===== config.mk =====
export PLATFORM = sky130hd
export DESIGN_NAME = ccp_page0_regs
export DESIGN_NICKNAME = d
export VERILOG_FILES = /design/src/pkg/ccp_pkg.sv /design/src/rtl/ccp_page0_regs.sv
export SDC_FILE = /design/constraint.sdc
export NUM_CORES = 1
export LEC_CHECK = 0
export BUFFER_PORTS_ARGS = -buffer_cell sky130_fd_sc_hd__buf_2
export CAP_MARGIN = 20
export CORE_MARGIN = 1.5
export CORE_UTILIZATION = 45
export DETAILED_ROUTE_END_ITERATION = 7
export PLACE_DENSITY = 0.73
export SLEW_MARGIN = 20
export SYNTH_ARGS = -nofsm -noshare
export SYNTH_HDL_FRONTEND = slang
export SYNTH_SLANG_ARGS = --single-unit

===== constraint.sdc =====
create_clock -name clk_sys_i -period 2.1 [get_ports clk_sys_i]
set_input_delay 0.42 -clock clk_sys_i [delete_from_list [all_inputs] [get_ports clk_sys_i]]
set_output_delay 0.42 -clock clk_sys_i [all_outputs]
set_load 0.005 [all_outputs]

===== src/pkg/ccp_pkg.sv =====
`default_nettype none
package ccp_pkg;
  // Clock rate, crystal activity watchdog and address strap settling
  localparam int unsigned CLK_PERIOD_PS    = 5000;
  localparam int unsigned XTAL_QUIET_NS    = 1000;
  localparam int unsigned XTAL_QUIET_CYC   = (XTAL_QUIET_NS * 1000 + CLK_PERIOD_PS - 1) / CLK_PERIOD_PS;
  localparam int unsigned QUIET_W          = 9;
  localparam logic [1:0]  STRAP_SETTLE_CYC = 2'h2;

  // Local offsets within a page
  localparam logic [7:0] OFS_DIE_REVISION  = 8'h00;
  localparam logic [7:0] OFS_PAGE_SELECT   = 8'h01;
  localparam logic [7:0] OFS_PART_LOW      = 8'h02;
  localparam logic [7:0] OFS_PART_HIGH     = 8'h03;
  localparam logic [7:0] OFS_SPEED_GRADE   = 8'h04;
  localparam logic [7:0] OFS_SILICON_REV   = 8'h05;
  localparam logic [7:0] OFS_TEMP_RANGE    = 8'h09;
  localparam logic [7:0] OFS_PACKAGE       = 8'h0a;
  localparam logic [7:0] OFS_BUS_ADDRESS   = 8'h0b;
  localparam logic [7:0] OFS_DEV_LIVE      = 8'h0c;
  localparam logic [7:0] OFS_INPUT_LIVE    = 8'h0d;
  localparam logic [7:0] OFS_LOOP_LIVE     = 8'h0e;
  localparam logic [7:0] OFS_LOOP_CAL      = 8'h0f;
  localparam logic [7:0] OFS_DEV_STICKY    = 8'h11;
  localparam logic [7:0] OFS_INPUT_STICKY  = 8'h12;

  // Reset values and field layout
  localparam logic [7:0] PAGE_RESET        = 8'h00;
  localparam logic [7:0] PAGE_ZERO         = 8'h00;
  localparam logic [7:0] STICKY_RESET      = 8'h00;
  localparam logic [7:0] DEV_BITS_MASK     = 8'h2f;
  localparam int unsigned BIT_CALIBRATING  = 0;
  localparam int unsigned BIT_XTAL_ABSENT  = 1;
  localparam int unsigned BIT_REF_UNDET    = 2;
  localparam int unsigned BIT_REF_LOCKFAIL = 3;
  localparam int unsigned BIT_BUS_TIMEOUT  = 5;
  localparam int unsigned N_INPUTS         = 4;
  localparam int unsigned N_LOOPS          = 4;

  // Conditions from the monitors outside this bank
  typedef struct packed {
    logic [3:0] input_off_frequency;
    logic [3:0] input_no_signal;
    logic [3:0] loop_holdover;
    logic [3:0] loop_unlocked;
    logic [3:0] loop_calibrating;
    logic       device_calibrating;
    logic       reference_undetected;
    logic       reference_lock_failure;
    logic       bus_timeout;
  } ccp_monitor_t;

  // One register access from the serial engine
  typedef struct packed {
    logic       valid;
    logic       write;
    logic [7:0] addr;
    logic [7:0] wdata;
  } ccp_reg_req_t;
endpackage
`default_nettype wire


===== src/rtl/ccp_page0_regs.sv =====
`timescale 1ns/1ps
`default_nettype none
module ccp_page0_regs #(
  parameter logic [3:0]  DIE_REVISION   = 4'h2,    // Arbitrary value
  parameter logic [15:0] BASE_PART_CODE = 16'h1234, // Arbitrary value
  parameter logic [7:0]  SPEED_GRADE    = 8'h01,   // Arbitrary value
  parameter logic [7:0]  SILICON_REV    = 8'h02,   // Arbitrary value
  parameter logic [7:0]  TEMP_RANGE     = 8'h00,
  parameter logic [7:0]  PACKAGE_CODE   = 8'h00,
  parameter logic [4:0]  BUS_ADDR_HIGH  = 5'h1a    // Arbitrary value
) (
  input  wire logic                  clk_sys_i,               // System clock, 200 MHz
  input  wire logic                  sys_rst_i,               // Async reset, active high
  input  wire logic                  ce_i,                    // Clock enable, freezes state when low
  input  wire ccp_pkg::ccp_reg_req_t req_i,                   // Register access request
  output logic [7:0]                 rd_data_o,               // Read data, registered
  output logic                       ack_o,                   // Access done, one-cycle pulse
  output logic [7:0]                 page_o,                  // Currently selected page
  input  wire ccp_pkg::ccp_monitor_t mon_i,                   // Live conditions from monitors
  input  wire logic                  crystal_reference_input, // Crystal clock, asynchronous
  input  wire logic                  address_select_high_pin, // Address strap, asynchronous
  input  wire logic                  address_select_low_pin,  // Address strap, asynchronous
  output logic [7:0]                 dev_live_o,              // Device live status
  output logic [7:0]                 dev_sticky_o,            // Device sticky flags
  output logic [7:0]                 input_sticky_o           // Input sticky flags
);
  import ccp_pkg::*;

  ////////////////////////////////////////////////////////////////////////////
  // Synchronisers

  logic [1:0]         xtal_sync;
  logic               xtal_prev;
  logic [1:0]         a_hi_sync;
  logic [1:0]         a_lo_sync;
  logic               strap_taken;
  logic [1:0]         strap_wait;
  logic [1:0]         addr_strap;
  logic [QUIET_W-1:0] quiet_cnt;
  logic               crystal_signal_absent;

  always_ff @(posedge clk_sys_i or posedge sys_rst_i) begin
    if (sys_rst_i) begin
      xtal_sync <= 2'h0;
      xtal_prev <= 1'b0;
      a_hi_sync <= 2'h0;
      a_lo_sync <= 2'h0;
    end else if (ce_i) begin
      xtal_sync <= {xtal_sync[0], crystal_reference_input};
      xtal_prev <= xtal_sync[1];
      a_hi_sync <= {a_hi_sync[0], address_select_high_pin};
      a_lo_sync <= {a_lo_sync[0], address_select_low_pin};
    end
  end

  ////////////////////////////////////////////////////////////////////////////
  // Crystal activity watchdog

  wire xtal_edge = xtal_sync[1] ^ xtal_prev;
  wire quiet_full = (quiet_cnt == QUIET_W'(XTAL_QUIET_CYC));

  always_ff @(posedge clk_sys_i or posedge sys_rst_i) begin
    if (sys_rst_i) begin
      quiet_cnt <= '0;
    end else if (ce_i) begin
      if (xtal_edge) begin
        quiet_cnt <= '0;
      end else if (!quiet_full) begin
        quiet_cnt <= quiet_cnt + QUIET_W'(1);
      end
    end
  end

  assign crystal_signal_absent = quiet_full;

  ////////////////////////////////////////////////////////////////////////////
  // Address strap, caught once after reset release

  // Wait until the pin synchronisers have filled before sampling
  always_ff @(posedge clk_sys_i or posedge sys_rst_i) begin
    if (sys_rst_i) begin
      strap_wait  <= 2'h0;
      strap_taken <= 1'b0;
      addr_strap  <= 2'h0;
    end else if (ce_i && !strap_taken) begin
      if (strap_wait == STRAP_SETTLE_CYC) begin
        strap_taken <= 1'b1;
        addr_strap  <= {a_hi_sync[1], a_lo_sync[1]};
      end else begin
        strap_wait <= strap_wait + 2'h1;
      end
    end
  end

  // Only the strap and a constant feed it; no save path exists
  wire [7:0] bus_address = {1'b0, BUS_ADDR_HIGH, addr_strap};

  ////////////////////////////////////////////////////////////////////////////
  // Live status

  logic [7:0] input_live;
  logic [7:0] loop_live;
  logic [7:0] loop_cal;

  always_comb begin
    dev_live_o                   = 8'h00;
    dev_live_o[BIT_CALIBRATING]  = mon_i.device_calibrating;
    dev_live_o[BIT_XTAL_ABSENT]  = crystal_signal_absent;
    dev_live_o[BIT_REF_UNDET]    = mon_i.reference_undetected;
    dev_live_o[BIT_REF_LOCKFAIL] = mon_i.reference_lock_failure;
    dev_live_o[BIT_BUS_TIMEOUT]  = mon_i.bus_timeout;
    input_live = {mon_i.input_off_frequency, mon_i.input_no_signal};
    loop_live  = {mon_i.loop_holdover, mon_i.loop_unlocked};
    loop_cal   = {mon_i.loop_calibrating, 4'h0};
  end

  ////////////////////////////////////////////////////////////////////////////
  // Access decode

  logic [7:0] page_select;
  wire        wr_hit    = ce_i && req_i.valid && req_i.write;
  wire        on_page0  = (page_select == PAGE_ZERO);
  wire        wr_page   = wr_hit && (req_i.addr == OFS_PAGE_SELECT);
  wire        wr_dsticky = wr_hit && on_page0 && (req_i.addr == OFS_DEV_STICKY);
  wire        wr_isticky = wr_hit && on_page0 && (req_i.addr == OFS_INPUT_STICKY);

  always_ff @(posedge clk_sys_i or posedge sys_rst_i) begin
    if (sys_rst_i) begin
      page_select <= PAGE_RESET;
    end else if (wr_page) begin
      page_select <= req_i.wdata;
    end
  end

  assign page_o = page_select;

  ////////////////////////////////////////////////////////////////////////////
  // Sticky flags, set wins over clear

  logic [7:0] dev_clear;
  logic [7:0] input_clear;

  always_comb begin
    dev_clear   = 8'h00;
    input_clear = 8'h00;
    if (wr_dsticky) begin
      dev_clear = ~req_i.wdata & ~dev_live_o & DEV_BITS_MASK;
    end
    if (wr_isticky) begin
      input_clear = ~req_i.wdata & ~input_live;
    end
  end

  genvar gi;
  generate
    for (gi = 0; gi < 8; gi++) begin : g_sticky
      always_ff @(posedge clk_sys_i or posedge sys_rst_i) begin
        if (sys_rst_i) begin
          dev_sticky_o[gi]   <= STICKY_RESET[gi];
          input_sticky_o[gi] <= STICKY_RESET[gi];
        end else if (ce_i) begin
          dev_sticky_o[gi]   <= dev_live_o[gi] | (dev_sticky_o[gi] & ~dev_clear[gi]);
          input_sticky_o[gi] <= input_live[gi] | (input_sticky_o[gi] & ~input_clear[gi]);
        end
      end
    end
  endgenerate

  ////////////////////////////////////////////////////////////////////////////
  // Read mux

  logic [7:0] next_rd_data;

  always_comb begin
    next_rd_data = 8'h00;
    if (req_i.addr == OFS_PAGE_SELECT) begin
      next_rd_data = page_select;
    end else if (on_page0) begin
      unique case (req_i.addr)
        OFS_DIE_REVISION: next_rd_data = {4'h0, DIE_REVISION};
        OFS_PART_LOW:     next_rd_data = BASE_PART_CODE[7:0];
        OFS_PART_HIGH:    next_rd_data = BASE_PART_CODE[15:8];
        OFS_SPEED_GRADE:  next_rd_data = SPEED_GRADE;
        OFS_SILICON_REV:  next_rd_data = SILICON_REV;
        OFS_TEMP_RANGE:   next_rd_data = TEMP_RANGE;
        OFS_PACKAGE:      next_rd_data = PACKAGE_CODE;
        OFS_BUS_ADDRESS:  next_rd_data = bus_address;
        OFS_DEV_LIVE:     next_rd_data = dev_live_o;
        OFS_INPUT_LIVE:   next_rd_data = input_live;
        OFS_LOOP_LIVE:    next_rd_data = loop_live;
        OFS_LOOP_CAL:     next_rd_data = loop_cal;
        OFS_DEV_STICKY:   next_rd_data = dev_sticky_o;
        OFS_INPUT_STICKY: next_rd_data = input_sticky_o;
        default:          next_rd_data = 8'h00;
      endcase
    end
  end

  always_ff @(posedge clk_sys_i or posedge sys_rst_i) begin
    if (sys_rst_i) begin
      rd_data_o <= 8'h00;
      ack_o     <= 1'b0;
    end else if (ce_i) begin
      ack_o <= req_i.valid;
      if (req_i.valid && !req_i.write) begin
        rd_data_o <= next_rd_data;
      end
    end
  end

  wire rd_take = ce_i && req_i.valid && !req_i.write;

  genvar gk;
  generate
    for (gk = 0; gk < 8; gk++) begin : g_sticky_check

    end
  endgenerate
endmodule
`default_nettype wire


* Word-level counts from Yosys, hierarchy flattened
Cells that the tools add are included.
** Word-level totals
- Word-level logic and storage cells :: 120
- Output and inout port bits :: 41
- Register bits :: 54
** Operators by class
- Muxes and demuxes :: 7
- Eq/ne operators :: 15
- Reductions and logical operators :: 17
- Add/sub/neg operators :: 2
- Bitwise gates (word level) :: 52
** Operator list (count)
- one-hot mux 8 bit (11 select lines) :: 1
- == test 8 x 4 -> 1 bit, second input constant :: 5
- two-way mux 8 bit :: 3
- two-way mux 9 bit :: 2
- bitwise AND 1 bit :: 16
- == test 8 x 2 -> 1 bit, second input constant :: 2
- == test 8 x 3 -> 1 bit, second input constant :: 2
- == test 8 x 5 -> 1 bit, second input constant :: 2
- zero test 8 bit :: 2
- inverter 8 bit :: 2
- inverter 1 bit :: 15
- OR 1 bit :: 13
- adder 9 x 1 -> 9 bit, second input constant :: 1
- == test 9 x 8 -> 1 bit, second input constant :: 1
- bitwise AND 8 bit :: 1
- == test 8 x 1 -> 1 bit, second input constant :: 1
- logical AND 1 bit :: 8
- AND reduction 2 bit :: 4
- bitwise AND 6 bit :: 1
- two-way mux 6 bit :: 1
- inverter 6 bit :: 1
- adder 2 x 1 -> 2 bit, second input constant :: 1
- == test 2 bit, second input constant :: 1
- zero test 1 bit :: 2
- 4 further kinds :: 5

* Longest topological paths before layout
Gate-level depths: netlist (run 1).
- Word-level depth :: 8
- Gate-level depth with buffers :: 7

* Least setup slack after synthesis (run 1)
Ideal clock, no wire load.
- Kind :: register to output
- From :: register quiet_cnt[2]
- To :: output dev_live_o[1]
- Path slack :: 438 ps
- Stages on the path, launching flop included :: 4
- Arrival :: 1242 ps
- Path through :: dfrtp_1 > or4b_4 > nor2_2 > buf_4
** On the way
- Longest elaborated chain between the ends :: 1
** RTL lines
- from (decl) :: RTL line ccp_page0_regs.sv:39 : logic [QUIET_W-1:0] quiet_cnt;
- from (signal assigned) :: RTL line ccp_page0_regs.sv:69 : quiet_cnt <= quiet_cnt + QUIET_W'(1);
- == test 9 x 8 -> 1 bit :: RTL line ccp_page0_regs.sv:60 : wire quiet_full = (quiet_cnt == QUIET_W'(XTAL_QUIET_CYC));
- to (decl) :: RTL line ccp_page0_regs.sv:23 : output logic [7:0] dev_live_o,
Every way passes these cells.

* Worst setup path after layout (run 1)
Same ends and word-level chain as after synthesis.

==> run_results.csv, run 1 <==
group,metric,value,unit
synth,synth_most_common_cell,"dfrtp_1",
place,gp_congestion,0.966,
drt,drt_iter0_drc,187,
synth,synth_area_leader_cell,"dfrtp_1",
synth,synth.area.top_cells,"dfrtp_1 (46%), mux2_2 (4.9%), nand2_1 (4.5%)",
flow_run,cap_violations,0,
synth,async_flop_share,100,%
finish,synthToLayoutAreaGrowth,21.4,%
synth,synth_edf_count,0,
synth,synth_warnings,0,
synth,synth_top_area_share,46.1,%
clock_tree,htreeDepth,2,
sta,worst_slew_pin_slew,0.639,ns
sta,timing.final.ws_setup,0.0578,ns
sta,period_needed,2.04,ns
setup_path,path_max_fanout,5,
drt,vias_per_cell,5.53,
setup_path,worstSetupPathType,"reg2out",
sta,max-slew-margin-rel,57.4,%
floorplanning,io_pins,89,
floorplanning,die_area,6630,um^2
power_and_ir_drop,leakage,1.60,nW
power_and_ir_drop,internal_power,0.00161,W
sta,tns,0,ns
floorplanning,core,5920,um^2
drt,postRouteWirelength,7.10,mm
finish,antenna_cells,0,
sta,setup_viol,0,
setup_path,cp_slowest_stage_delay,0.59,ns
global_route,grt_pass1_vias,2286,
synth,ys.flop_type,"dfrtp_1",
setup_path,crit_slowest_cell,"or4b_4",
floorplanning,start_util,46.7,%
drt,final_antenna_net_count,0,
finish,regArea,1280,um^2
synth,synth_cell_type_count,51,
power_and_ir_drop,vdd_ir_drop_max,545,uV
finish,multi_input_area,1340,um^2
finish,nets,414,
sta,finalCritPeriodShare,97.2,%
power_and_ir_drop,power_frac_comb,18.3,%
floorplanning,die_width,81.4,um
clock_tree,clk_latency,0.31,ns
finish,drive_above_1_share,35.0,%
synth,seq_area_frac_synth,46.1,%
global_route,antenna_found_initial,0,
sta,skew,0.0103,ns
sta,maxSlewViolCount,0,
setup_path,crit_chain,"or4b_4, nor2_4, buf_2",
place,place_ws,0.178,ns
synth,syn_avg_cell_area,9.88,um^2
global_route,grt_overflow_total,0,
sta,hold_violations,0,
drt,wl_per_cell,16.2,um
setup_path,startpoint_type,"flip-flop",
power_and_ir_drop,power,0.00222,W
global_route,grt_pass1_wl,11.0,mm
power_and_ir_drop,switchingPower,0.000604,W
drt,drc,0,
synth,yosys-top-cells-count,"dfrtp_1 (51), nand2_1 (33), o21ai_1 (22)",
power_and_ir_drop,power_density,660,nW/um^2
global_route,grt_start_max_net_pins,52,
global_route,grt_use_total,22.1,%
setup_path,worstPathRequired,1.68,ns
clock_tree,cts_tree,"done",
hold_path,hold_path_class,"in2async",
setup_path,critPathCaptureType,"output port",
synth,syn_area,2770,um^2
finish,fillers,542,
synth,ys_ff_latch,51,
setup_path,crit_arrival,1.62,ns
floorplanning,die_y,81.4,um
clock_tree,numClockSinks,51,
clock_tree,clk_path_buf_depth,2,
clock_tree,cts-root-buf,"clkbuf_8",
floorplanning,rows,28,
drt,dr.pass1.iters,4,
place,hpwl,5.45,mm
clock_tree,cts_buffers,5,
place,io_buffers,82,
drt,vias,2421,
power_and_ir_drop,p_clk_share,30.2,%
clock_tree,clk_pin_slew,0.09,ns
synth,syn-instance-count,280,
sta,fmax,490,MHz
power_and_ir_drop,sequentialPowerShare,51.4,%
outcome,status,"finished, final reports clean",
power_and_ir_drop,switching_share,27.2,%
==> stage by stage <==
stage | std cells | hold slack (ns) | utilization, % | area, um^2
floorplan | 285 | 0.441 | - | 2790
global placement | 430 | 0.457 | 54.7 | 3240
detailed placement | 430 | 0.469 | 54.7 | 3240
CTS | 437 | 0.298 | 56.5 | 3350
global route | 438 | 0.334 | 56.7 | 3360
finish | 438 | 0.277 | 56.7 | 3360
==> layout make-up <==
cell class,instances,area share [%]
clock buffer,5,2.05
clock inverter,2,1.12
inverter,7,0.782
multi-input combinational,202,39.9
sequential,51,38.0
tap,75,2.79
timing repair buffer,96,15.4
==> layout by cell type (no fill, tap or decap), drive strengths merged, types with 3 or more instances in the layout <==
master  count
a22oi      10
o21ai      25
a22o        4
and3       12
xnor2       5
nor2b       3
nor2       20
conb        6
a21oi       9
ha          3
dfrtp      51
nand3       7
nand4       6
xor2        6
nand2      33
clkbuf      5
mux2       20
inv         7
buf        96
==> layer usage <==
layer / routed length, um / up-vias / global-route usage, % / share of wire (%)
li1: - / 1154 / - / -
met1: 2920 / 1147 / 26.8 / 41
met2: 3440 / 106 / 38.3 / 49
met3: 534 / 14 / 4.61 / 7.5
met4: 206 / 0 / 8.45 / 2.9
met5: 0 / - / 0 / 0
==> what timing repair did <==
action | CTS | global route
setup buffers | 0 | 1
hold buffers | 0 | 0
setup endpoints to repair | 0 | 1
resized for setup | 0 | 1
==> logic make-up (layout without fill, tap and decap cells) <==
group	count (synthesis)	count (layout)	share of synthesized area (%)
AND/OR/NAND/NOR	95	95	18.0
AO/OA/AOI/OAI	64	64	14.9
flip-flops	51	51	46.1
buffers and inverters	32	110	6.29
multiplexers	23	23	9.68
XOR/XNOR	11	11	3.48
adder cells (fa/ha/maj)	3	3	1.36
other	1	6	0.136
==> worst max-delay path, delay by kind of cell, from the launching register on <==
kind	cells	cell delay [ns]
flops	1	0.44
simple gates	2	0.75
buf+inv	1	0.13
==> sequential cells by signal, summed over array words and instances, names as in the netlist <==
name / flops
ack_o: 1
xtal_sync: 2
a_hi_sync: 2
page_o: 8
quiet_cnt: 9
strap_taken: 1
dev_sticky_o: 5
input_sticky_o: 8
rd_data_o: 8
strap_wait: 2
a_lo_sync: 2
addr_strap: 2
xtal_prev: 1
==> power groups by stage <==
stage / Combinational (W) / Clock (W) / Sequential (W)
floorplan: 0.000278 / 0 / 0.00114
global placement: 0.000383 / 0 / 0.00116
detailed placement: 0.000394 / 0 / 0.00116
CTS: 0.000396 / 0.000686 / 0.00114
global route: 0.000465 / 0.000728 / 0.00116
finish: 0.000407 / 0.000670 / 0.00114
==> path summary, 6_finish.rpt <==
path	to	slack [ns]	cells after the start	startpoint
max	dev_live_o[1]	0.06	3	quiet_cnt[2]$_DFFE_PP0P_
min	rd_data_o[1]$_DFFE_PP0P_	0.28	3	sys_rst_i
max reg2reg	dev_sticky_o[0]$_DFFE_PP0P_	0.24	5	page_o[4]$_DFFE_PP0P_
min reg2reg	strap_taken$_DFFE_PP0P_	0.49	1	strap_taken$_DFFE_PP0P_
max in group asynchronous	addr_strap[1]$_DFFE_PP0P_	1.40	3	sys_rst_i
min in group clk_sys_i	input_sticky_o[5]$_DFFE_PP0P_	0.32	3	mon_i[21]
Power figures use the tool's default switching activity.
==> run 2: changes to the inputs <==
--- a/config.mk
+++ b/config.mk
@@ -10,6 +10,7 @@
 export CORE_MARGIN = 1.5
 export CORE_UTILIZATION = 45
 export DETAILED_ROUTE_END_ITERATION = 7
+export GPL_TIMING_DRIVEN = 0
 export PLACE_DENSITY = 0.73
 export SLEW_MARGIN = 20
 export SYNTH_ARGS = -nofsm -noshare
==> run_results.csv, run 2 (synthesis results as in run 1) <==
group,metric,value,unit
outcome,status,"finished, final reports clean",
finish,mostFrequentLayoutCells,"buf_2 (88), dfrtp_1 (51), nand2_1 (33)",
clock_tree,cts_tree,"done",
setup_path,worstPathRequired,1.68,ns
drt,vias_per_cell,5.43,
clock_tree,hold_buffers,0,
drt,met3WireLength,537,um
floorplanning,die_width,81.4,um
floorplanning,start_util,46.7,%
power_and_ir_drop,vdd_ir_drop_max,675,uV
power_and_ir_drop,leakage,1.67,nW
place,place_area,3300,um^2
floorplanning,rows,28,
finish,layout_commonest_cell,"buf_2",
clock_tree,cts_buffers,5,
drt,wl_met1,3.03,mm
drt,highest_layer,"met4",
drt,dr.pass1.iters,4,
floorplanning,die_area,6630,um^2
setup_path,crit_arrival,1.64,ns
sta,skew,0.0105,ns
clock_tree,numClockSinks,51,
drt,wl_met2,3.64,mm
global_route,grt_pass1_vias,2386,
finish,stdcell_area,3460,um^2
floorplanning,die_y,81.4,um
global_route,grt_pass1_wl,11.4,mm
sta,hold_violations,0,
clock_tree,clk_latency,0.30,ns
drt,postRouteWirelength,7.38,mm
clock_tree,clk_path_buf_depth,2,
floorplanning,io_pins,89,
finish,synthToLayoutAreaGrowth,25.0,%
power_and_ir_drop,switchingPower,0.000633,W
finish,regMostFlops,"quiet_cnt",
global_route,grt_start_max_net_pins,28,
flow_run,cap_violations,0,
sta,fmax,485,MHz
sta,setup_viol,0,
setup_path,critPathCaptureType,"output port",
clock_tree,cts-root-buf,"clkbuf_8",
hold_path,hold_path_class,"in2async",
finish,largest_register_ffs,9,
place,io_buffers,81,
setup_path,path_max_fanout,4,
drt,drt_iter0_drc,193,
power_and_ir_drop,sequentialPowerShare,51.2,%
sta,worst_slew_pin_slew,0.592,ns
drt,vias,2482,
sta,max-slew-margin-rel,59.5,%
power_and_ir_drop,switching_share,28.7,%
setup_path,startpoint_type,"flip-flop",
sta,period_needed,2.06,ns
sta,maxSlewViolCount,0,
finish,drive_above_1_share,36.4,%
global_route,grt_overflow_total,0,
finish,antenna_cells,0,
drt,drc,0,
sta,finalCritPeriodShare,98.2,%
finish,fillers,535,
place,gp_congestion,0.843,
finish,layout.cells.non_filler,457,
global_route,grt_use_total,23.0,%
clock_tree,htreeDepth,2,
floorplanning,core,5920,um^2
power_and_ir_drop,p_clk_share,27.2,%
power_and_ir_drop,power_density,638,nW/um^2
place,hpwl,5.54,mm
drt,wl_per_cell,16.2,um
drt,final_antenna_net_count,0,
power_and_ir_drop,internal_power,0.00157,W
clock_tree,clk_pin_slew,0.10,ns
power_and_ir_drop,power_frac_comb,21.5,%
finish,nets,432,
place,placedCellCount,442,
setup_path,worstSetupPathType,"reg2out",
global_route,antenna_found_initial,0,
## run 2: area by class of cell
class | instances | area [um^2] | share of cell area [%]
timing repair buffer | 89 | 478 | 13.8
clock inverter | 1 | 8.76 | 0.253
clock buffer | 7 | 86.3 | 2.50
multi-input combinational | 202 | 1340 | 38.8
inverter | 7 | 26.3 | 0.760
tap | 75 | 93.8 | 2.71
buffer | 25 | 148 | 4.27
sequential | 51 | 1280 | 36.9
## run 2: power by group through the flow
stage / Clock, W / Combinational, W / Sequential [W]
after floorplan: 0 / 0.000278 / 0.00114
after global placement: 0 / 0.000392 / 0.00116
after detailed placement: 0 / 0.000419 / 0.00116
after CTS: 0.000604 / 0.000442 / 0.00113
after global routing: 0.000664 / 0.000524 / 0.00114
final: 0.000600 / 0.000475 / 0.00113
## run 2: what timing repair did
| action | CTS | global route |
|---|---|---|
| resized for setup | 1 | 0 |
| endpoints found under the hold margin | 0 | 0 |
| endpoints found under the setup margin | 1 | 1 |
| pin swaps | 0 | 1 |
| setup buffers | 1 | 6 |
## run 2: worst paths after layout
path	startpoint	end	slack, ns	cells after the start
max	quiet_cnt[4]$_DFFE_PP0P_	dev_live_o[1]	0.04	4
min	sys_rst_i	page_o[0]$_DFFE_PP0P_	0.15	2
max reg2reg	page_o[3]$_DFFE_PP0P_	dev_sticky_o[0]$_DFFE_PP0P_	0.20	5
min reg2reg	strap_taken$_DFFE_PP0P_	strap_taken$_DFFE_PP0P_	0.48	1
max in group asynchronous	sys_rst_i	addr_strap[1]$_DFFE_PP0P_	1.41	3
min in group clk_sys_i	mon_i[19]	input_sticky_o[3]$_DFFE_PP0P_	0.33	3
## run 2: layer usage
layer,up-vias,GRT usage [%]
li1,1195,-
met1,1173,28.0
met2,102,39.8
met3,12,4.72
met4,0,8.62
met5,-,0
## run 2: worst max-delay path: stages, from the launching register on
cell     delay [ns]
dfrtp_1        0.44
or4b_4         0.57
nor2_4         0.13
buf_4          0.12
buf_2          0.10
## run 2: metrics by stage
stage	hold slack, ns	setup slack [ns]	total power [W]	util (%)	TNS, ns
after floorplan	0.441	0.438	0.00142	-	0
after global placement	0.454	-0.187	0.00155	55.5	-9.46
after detailed placement	0.468	-0.0372	0.00158	55.8	-0.0835
after CTS	0.173	0.00234	0.00218	57.6	0
after global routing	0.186	-0.00447	0.00233	58.4	-0.00447
final	0.154	0.0388	0.00220	58.4	0
